## src/hdl/ccrc_regs.vh

```
// register offsets, field positions, reset values and counts for the run/enable control
// assumes a simple one-cycle register write/read port from the host-facing register space
`ifndef CCRC_REGS_VH
`define CCRC_REGS_VH

`define CCRC_OFF_CFG      6'h14
`define CCRC_OFF_STATUS   6'h1c
`define CCRC_OFF_AQA      6'h24
`define CCRC_OFF_ASQ_LO   6'h28
`define CCRC_OFF_ASQ_HI   6'h2c
`define CCRC_OFF_ACQ_LO   6'h30
`define CCRC_OFF_ACQ_HI   6'h34

`define CCRC_RUN_BIT      0
`define CCRC_READY_BIT    0
`define CCRC_CFG_RST      32'h0000_0000
`define CCRC_STATUS_RST   32'h0000_0000
`define CCRC_ADMIN_RST    32'h0000_0000

`define CCRC_START_CYCLES 16
`define CCRC_CLR_CYCLES   4

`endif

```

## src/hdl/ccrc_rst_sync.v

```verilog
// two-stage release synchroniser for the asynchronous low-active reset
// assumes reset_n may drop at any time and rises asynchronously to clk
module ccrc_rst_sync (
	// clock and raw reset
	input  wire clk,
	input  wire reset_n,
	// synchronised reset
	output wire rst_sync_n
);
	reg meta_r;
	reg sync_r;

	always @(posedge clk or negedge reset_n) begin
		if (!reset_n) begin
			meta_r <= 1'b0;
			sync_r <= 1'b0;
		end else begin
			meta_r <= 1'b1;
			sync_r <= meta_r;
		end
	end

	assign rst_sync_n = sync_r;
endmodule

```

## src/hdl/ccrc_top.v

```verilog
// run/enable control of a storage controller: configuration, status, admin queue setup registers
// assumes host writes arrive as single-cycle strobes; datapath reports idle and flush completion
`include "ccrc_regs.vh"
module ccrc_top #(
	parameter START_CYCLES = `CCRC_START_CYCLES,
	parameter CLR_CYCLES   = `CCRC_CLR_CYCLES
) (
	// clock, reset, enable
	input  wire        clk,
	input  wire        reset_n,
	input  wire        ce,
	// register port
	input  wire        reg_wr,
	input  wire        reg_rd,
	input  wire [5:0]  reg_addr,
	input  wire [31:0] reg_wdata,
	output reg  [31:0] reg_rdata,
	// datapath handshake
	input  wire        dp_idle,
	input  wire        cpl_flush_done,
	output wire        cmd_fetch_en,
	output wire        cpl_post_en,
	output wire        cpl_flush_req,
	output wire        io_queue_clear,
	output wire        admin_queue_reset,
	// register views
	output wire        ready_status_bit,
	output wire [31:0] controller_configuration,
	output wire [31:0] admin_queue_attributes,
	output wire [63:0] admin_sq_base,
	output wire [63:0] admin_cq_base
);
	localparam ST_IDLE  = 3'h0;
	localparam ST_START = 3'h1;
	localparam ST_RUN   = 3'h2;
	localparam ST_FLUSH = 3'h3;
	localparam ST_CLEAR = 3'h4;
	localparam [31:0] CFG_RST = `CCRC_CFG_RST;

	wire        rst_n;
	reg  [2:0]  state_r;
	reg  [2:0]  state_nxt;
	reg  [15:0] cnt_r;
	reg  [15:0] cnt_nxt;
	reg         run_prev_r;
	reg         ready_r;
	reg  [31:0] cfg_r;
	reg  [31:0] aqa_r;
	reg  [63:0] asq_r;
	reg  [63:0] acq_r;
	wire        run;
	wire        run_fall;
	wire        run_rise;
	wire        ctrl_reset;
	wire        in_run;
	wire        in_flush;
	wire        wr_cfg;
	wire        wr_aqa;
	wire        wr_asq_lo;
	wire        wr_asq_hi;
	wire        wr_acq_lo;
	wire        wr_acq_hi;

	ccrc_rst_sync u_rst_sync (
		.clk        (clk),
		.reset_n    (reset_n),
		.rst_sync_n (rst_n)
	);

	assign run      = cfg_r[`CCRC_RUN_BIT];
	assign run_fall = run_prev_r & ~run;
	assign run_rise = ~run_prev_r & run;

	// decoded state and write strobes, ce folded in so frozen cycles take nothing
	assign in_run    = (state_r == ST_RUN);
	assign in_flush  = (state_r == ST_FLUSH);
	assign wr_cfg    = ce & reg_wr & (reg_addr == `CCRC_OFF_CFG);
	// admin setup locked while running, host writes then are dropped
	assign wr_aqa    = ce & reg_wr & ~run & (reg_addr == `CCRC_OFF_AQA);
	assign wr_asq_lo = ce & reg_wr & ~run & (reg_addr == `CCRC_OFF_ASQ_LO);
	assign wr_asq_hi = ce & reg_wr & ~run & (reg_addr == `CCRC_OFF_ASQ_HI);
	assign wr_acq_lo = ce & reg_wr & ~run & (reg_addr == `CCRC_OFF_ACQ_LO);
	assign wr_acq_hi = ce & reg_wr & ~run & (reg_addr == `CCRC_OFF_ACQ_HI);

	// run-bit edge history
	always @(posedge clk or negedge rst_n) begin
		if (!rst_n) begin
			run_prev_r <= 1'b0;
		end else if (ce) begin
			run_prev_r <= run;
		end
	end

	// sequencer
	always @* begin
		state_nxt = state_r;
		cnt_nxt   = cnt_r;
		case (state_r)
			ST_IDLE: begin
				if (run_rise) begin
					state_nxt = ST_START;
					cnt_nxt   = START_CYCLES[15:0];
				end
			end
			ST_START: begin
				// no namespace gating, only local bring-up
				if (!run) begin
					state_nxt = ST_FLUSH;
				end else if (cnt_r == 16'h0000) begin
					state_nxt = ST_RUN;
				end else begin
					cnt_nxt = cnt_r - 16'h0001;
				end
			end
			ST_RUN: begin
				if (run_fall) begin
					state_nxt = ST_FLUSH;
				end
			end
			ST_FLUSH: begin
				// posted completions must be durable before queues vanish
				if (cpl_flush_done && dp_idle) begin
					state_nxt = ST_CLEAR;
					cnt_nxt   = CLR_CYCLES[15:0];
				end
			end
			ST_CLEAR: begin
				if (cnt_r == 16'h0000) begin
					state_nxt = ST_IDLE;
				end else begin
					cnt_nxt = cnt_r - 16'h0001;
				end
			end
			default: begin
				state_nxt = ST_IDLE;
				cnt_nxt   = 16'h0000;
			end
		endcase
	end

	always @(posedge clk or negedge rst_n) begin
		if (!rst_n) begin
			state_r <= ST_IDLE;
			cnt_r   <= 16'h0000;
			ready_r <= 1'b0;
		end else if (ce) begin
			state_r <= state_nxt;
			cnt_r   <= cnt_nxt;
			if (state_nxt == ST_RUN) begin
				ready_r <= 1'b1;
			end else if (state_nxt == ST_IDLE) begin
				ready_r <= 1'b0;
			end
		end
	end

	assign ctrl_reset = (state_r == ST_CLEAR);

	// configuration and admin queue setup registers
	always @(posedge clk or negedge rst_n) begin
		if (!rst_n) begin
			cfg_r <= `CCRC_CFG_RST;
			aqa_r <= `CCRC_ADMIN_RST;
			asq_r <= {`CCRC_ADMIN_RST, `CCRC_ADMIN_RST};
			acq_r <= {`CCRC_ADMIN_RST, `CCRC_ADMIN_RST};
		end else if (ce) begin
			if (wr_cfg) begin
				cfg_r <= reg_wdata;
			end else if (ctrl_reset) begin
				cfg_r <= {CFG_RST[31:1], run};
			end
			// admin setup left alone by controller reset
			if (wr_aqa) begin
				aqa_r <= reg_wdata;
			end
			if (wr_asq_lo) begin
				asq_r[31:0] <= reg_wdata;
			end
			if (wr_asq_hi) begin
				asq_r[63:32] <= reg_wdata;
			end
			if (wr_acq_lo) begin
				acq_r[31:0] <= reg_wdata;
			end
			if (wr_acq_hi) begin
				acq_r[63:32] <= reg_wdata;
			end
		end
	end

	// read data registered, one cycle after reg_rd
	always @(posedge clk or negedge rst_n) begin
		if (!rst_n)
			reg_rdata <= 32'h0000_0000;
		else if (ce && reg_rd) begin
			case (reg_addr)
				`CCRC_OFF_CFG:    reg_rdata <= cfg_r;
				`CCRC_OFF_STATUS: reg_rdata <= {31'h0000_0000, ready_r};
				`CCRC_OFF_AQA:    reg_rdata <= aqa_r;
				`CCRC_OFF_ASQ_LO: reg_rdata <= asq_r[31:0];
				`CCRC_OFF_ASQ_HI: reg_rdata <= asq_r[63:32];
				`CCRC_OFF_ACQ_LO: reg_rdata <= acq_r[31:0];
				`CCRC_OFF_ACQ_HI: reg_rdata <= acq_r[63:32];
				default:          reg_rdata <= 32'h0000_0000;
			endcase
		end
	end

	// gating towards the command datapath
	assign cmd_fetch_en      = run & in_run;
	assign cpl_post_en       = run & in_run;
	assign cpl_flush_req     = in_flush;
	assign io_queue_clear    = ctrl_reset;
	assign admin_queue_reset = ctrl_reset;
	// bring-up only after the host saw ready low, else undefined
	assign ready_status_bit         = ready_r;
	assign controller_configuration = cfg_r;
	assign admin_queue_attributes   = aqa_r;
	assign admin_sq_base            = asq_r;
	assign admin_cq_base            = acq_r;
endmodule
```

## config.mk

```make
export PLATFORM = sky130hd
export DESIGN_NAME = ccrc_top
export DESIGN_NICKNAME = d
export VERILOG_FILES = /design/src/hdl/ccrc_rst_sync.v /design/src/hdl/ccrc_top.v
export VERILOG_INCLUDE_DIRS = /design/src /design/src/hdl
export SDC_FILE = /design/constraint.sdc
export NUM_CORES = 1
export LEC_CHECK = 0
export ABC_CLOCK_PERIOD_IN_PS = 7100
export BUFFER_PORTS_ARGS = -buffer_cell sky130_fd_sc_hd__clkbuf_2
export CAP_MARGIN = 0
export CORE_MARGIN = 2
export CORE_UTILIZATION = 35
export CTS_CLUSTER_DIAMETER = 150
export DETAILED_ROUTE_END_ITERATION = 6
export SYNTH_ARGS = -nofsm -noshare
export SYNTH_HDL_FRONTEND = slang
export SYNTH_HIERARCHICAL = 1
export SYNTH_SLANG_ARGS = --single-unit
```

## constraint.sdc

```tcl
create_clock -name clk -period 7.1 [get_ports clk]
set_input_delay 0 -clock clk [delete_from_list [all_inputs] [get_ports clk]]
set_output_delay 0 -clock clk [all_outputs]
set_load 0.01 [all_outputs]
```

==> flow_summary.ini <==
[logic_synthesis]
synth_area_leaders = dfrtp_1 55%, mux2_2 12%, mux2_4 8.0%
synth_seq_cells = 247
synth_nets = 902
synth_enable_flop_cells = 0
synth.avg_cell_area_sq_um = 13.2
synth_flop_cell = dfrtp_1
synth-xor-area-share_pct = 0.0774
yosysTopAreaCell = dfrtp_1
yosysWarnings = 6
synth_compound_area_share_pct = 14.0
synthMuxAreaShare_pct = 21.4
ys_async_sr_fraction_pct = 100
synth_top_family_by_area = multiplexers
synth_cell_types = 63
netlist_area_sq_um = 11300
synth.yosys.seq_area_share_pct = 54.6
synth_top_cell_area_share_pct = 54.6
yosys.area_share.adder_pct = 0.309
netlist_instances = 855
yosys.area_share.simple_pct = 5.66

[critical_path]
crit_type = input pin to register
r2r-end = state_r[0]
ff2ff_setup_slack_ns = 4.65
end_kind = register
crit_arrival_ns = 3.27
reg2reg_from = cnt_r[6]
critPathLaunchType = input pin
worstPathMaxFanout = 60
crit_path_start = reg_addr[2]
rr_worst_depth = 5
required_ns = 7.53
cp-endpoint = admin_queue_attributes[25]

[sta]
timing.hold.ws_ns = 0.0626
setup_ws_ns = 4.26
hold_viol_final = 0
slew-limit-headroom_pct = 25.4
tightest_slew_ns = 1.12
drv_slew = 0
fin_crit_sh_pct = 39.9
fin_crit_ns = 2.84
fmax_ghz = 0.353
setup_tns_ns = 0
grt_setup_unrepaired = no
setup_violations = 0
fin_worst_skew_ns = 0.0161

[drt]
first_iter_violations = 562
wl_per_cell_microns = 22.5
wirelength_microns = 35200
vias_per_cell = 5.39
drt_first_pass_iters = 6
route.vias.total = 8426
antenna_left = 0
drc = 0

[die]
rows = 65
dieWidth_microns = 184
coreArea_sq_um = 31700
dieArea_sq_um = 33800
num_io_pins = 275
start_util_pct = 35.7
die_h_microns = 184

[global_route]
grt_pass1_vias = 8429
globalRouteOverflowTotal = 0
grt_pass1_wl_microns = 52700
antenna_found_initial = 0
track_usage_pct = 20.4
grt_max_degree = 113

[clock_tree]
path_clk_slew_ns = 0.06
cts_root_buf = clkbuf_16
clockBufferDepth = 3
cts_setup_buffers = 0
htree_levels = 1
clock_latency_ns = 0.55
numClockSinks = 247
cts_tree = yes
cts_inserted_buffers = 29

[flow_run]
drv_cap = 0

[layout]
postLayoutCoreUtil_pct = 44.8
fin_nets = 1187
fin_cells = 1563
n_antenna_cell = 0
syn_to_final_growth_pct = 25.6
drive_gt1_share_pct = 45.0
post-route-cell-area_sq_um = 14200

[placed_design]
io_buffers = 274
place_area_sq_um = 12900
post-place-ws_ns = 3.72
placedCellCount = 1472
dpl.hpwl_microns = 22200
gp_congestion = 0.794

[power_and_ir_drop]
fin_total_pwr_mw = 3.96
ir_worst_vdd_v = 0.000174
powerDensity_nw_per_um2 = 278
power.leakage_nw = 7.15

[worst_hold_path]
min-delay-start = reg_rd
hp-class = input pin to register

[status]
outcome = complete, no violations
## area by class of cell
class,instances,area (sq um)
Clock buffer,47,873
Clock inverter,5,53.8
Fill cell,2953,17500
Inverter,8,30.0
Multi-Input combinational cell,533,4740
Sequential cell,247,6180
Tap cell,402,503
Timing Repair Buffer,321,1840
## synth_stat cells (2+ instances only)
cell and number:
a211oi_1 10, a21oi_1 4, a221oi_1 15, a222oi_1 6, a22o_1 61, a22oi_1 7, a31oi_1 7, a41oi_1 3
and2_1 9, buf_2 23, buf_4 10, buf_6 12, clkbuf_1 20, clkbuf_2 2, dfrtp_1 247, ha_1 2
inv_1 8, mux2_1 5, mux2_2 116, mux2_4 60, mux2i_1 16, nand2_1 49, nand2_2 2, nand2b_1 2
nand3_1 15, nand4_1 3, nor2_1 11, nor2b_1 5, nor3_1 6, nor3_2 2, o211a_1 6, o211ai_1 2
o21a_1 2, o21ai_0 40, o21ai_1 14, o22ai_1 3, o2bb2ai_1 15, o31ai_1 5, o41ai_1 4, or2_2 2
or3_1 2
## placed cells by master, fill, tap and decap left out, drive strengths merged, types with 3 or more instances in the layout
cell type | netlist | final
nor2 | 12 | 12
dlygate4sd3 | 0 | 39
o211a | 6 | 6
nand3 | 16 | 16
nor2b | 5 | 5
a21oi | 4 | 4
a221oi | 15 | 15
a31oi | 7 | 7
mux2 | 181 | 181
inv | 8 | 9
clkinv | 0 | 3
o31ai | 5 | 5
nor4b | 3 | 3
a222oi | 6 | 6
o22ai | 3 | 3
clkbuf | 22 | 320
buf | 45 | 9
mux2i | 16 | 16
nand2 | 51 | 51
a22oi | 7 | 7
o2bb2ai | 15 | 15
a22o | 61 | 61
nor3 | 8 | 8
a211oi | 10 | 10
a41oi | 3 | 3
dfrtp | 247 | 247
and2 | 9 | 9
nand4 | 3 | 3
o21ai | 54 | 54
o41ai | 4 | 4
## cell families (layout without fill, tap and decap cells)
logic type      Yosys count  count (layout)
compound gates          211             211
xor+xnor                  1               1
fa+ha+maj                 3               3
buf+inv                  75             381
flops                   247             247
mux                     197             197
other cells               1               1
simple gates            120             120
## repair_timing
action	in CTS	in global routing
hold buffers	39	0
resized for setup	0	0
hold endpoints to repair	199	0
## how the worst min path moves through the flow
| stage | end | slack [ns] | cells after the start |
|---|---|---|---|
| after global placement | u_rst_sync/meta_r | -0.21 | 1 |
| after floorplan | u_rst_sync/meta_r | -0.30 | 0 |
| final | reg_rdata[5] | 0.06 | 5 |
| after CTS | reg_rdata[5] | 0.04 | 5 |
| after detailed placement | u_rst_sync/meta_r | -0.21 | 1 |
| after global routing | reg_rdata[29] | 0.09 | 5 |
## routing by layer
layer / GRT usage (%) / wire length [microns] / vias to the layer above
li1: - / - / 3784
met1: 28.2 / 15800 / 4331
met4: 5.50 / 968 / 0
met3: 4.16 / 2010 / 55
met5: 0 / 0 / -
met2: 32.5 / 16400 / 256
## where the power goes
part           switching, mW  total [mW]  internal [mW]
combinational          0.491       0.830          0.338
clock                  0.586        1.45          0.868
sequential             0.142        1.67           1.53
## critical path: stages
cell and delay (ns):
buf_4 0.70, nor2b_1 0.29, and2_2 0.83, nand2_2 0.84, mux2_2 0.54
## state kept, by name, indices dropped and copies added, names as in the netlist
signal                    cells
reg_rdata                    32
controller_configuration     32
u_rst_sync/rst_sync_n         1
u_rst_sync/meta_r             1
admin_cq_base                64
cnt_r                        16
admin_sq_base                64
state_r                       3
run_prev_r                    1
admin_queue_attributes       32
ready_status_bit              1
No activity file was read; power rests on OpenSTA's default activity.
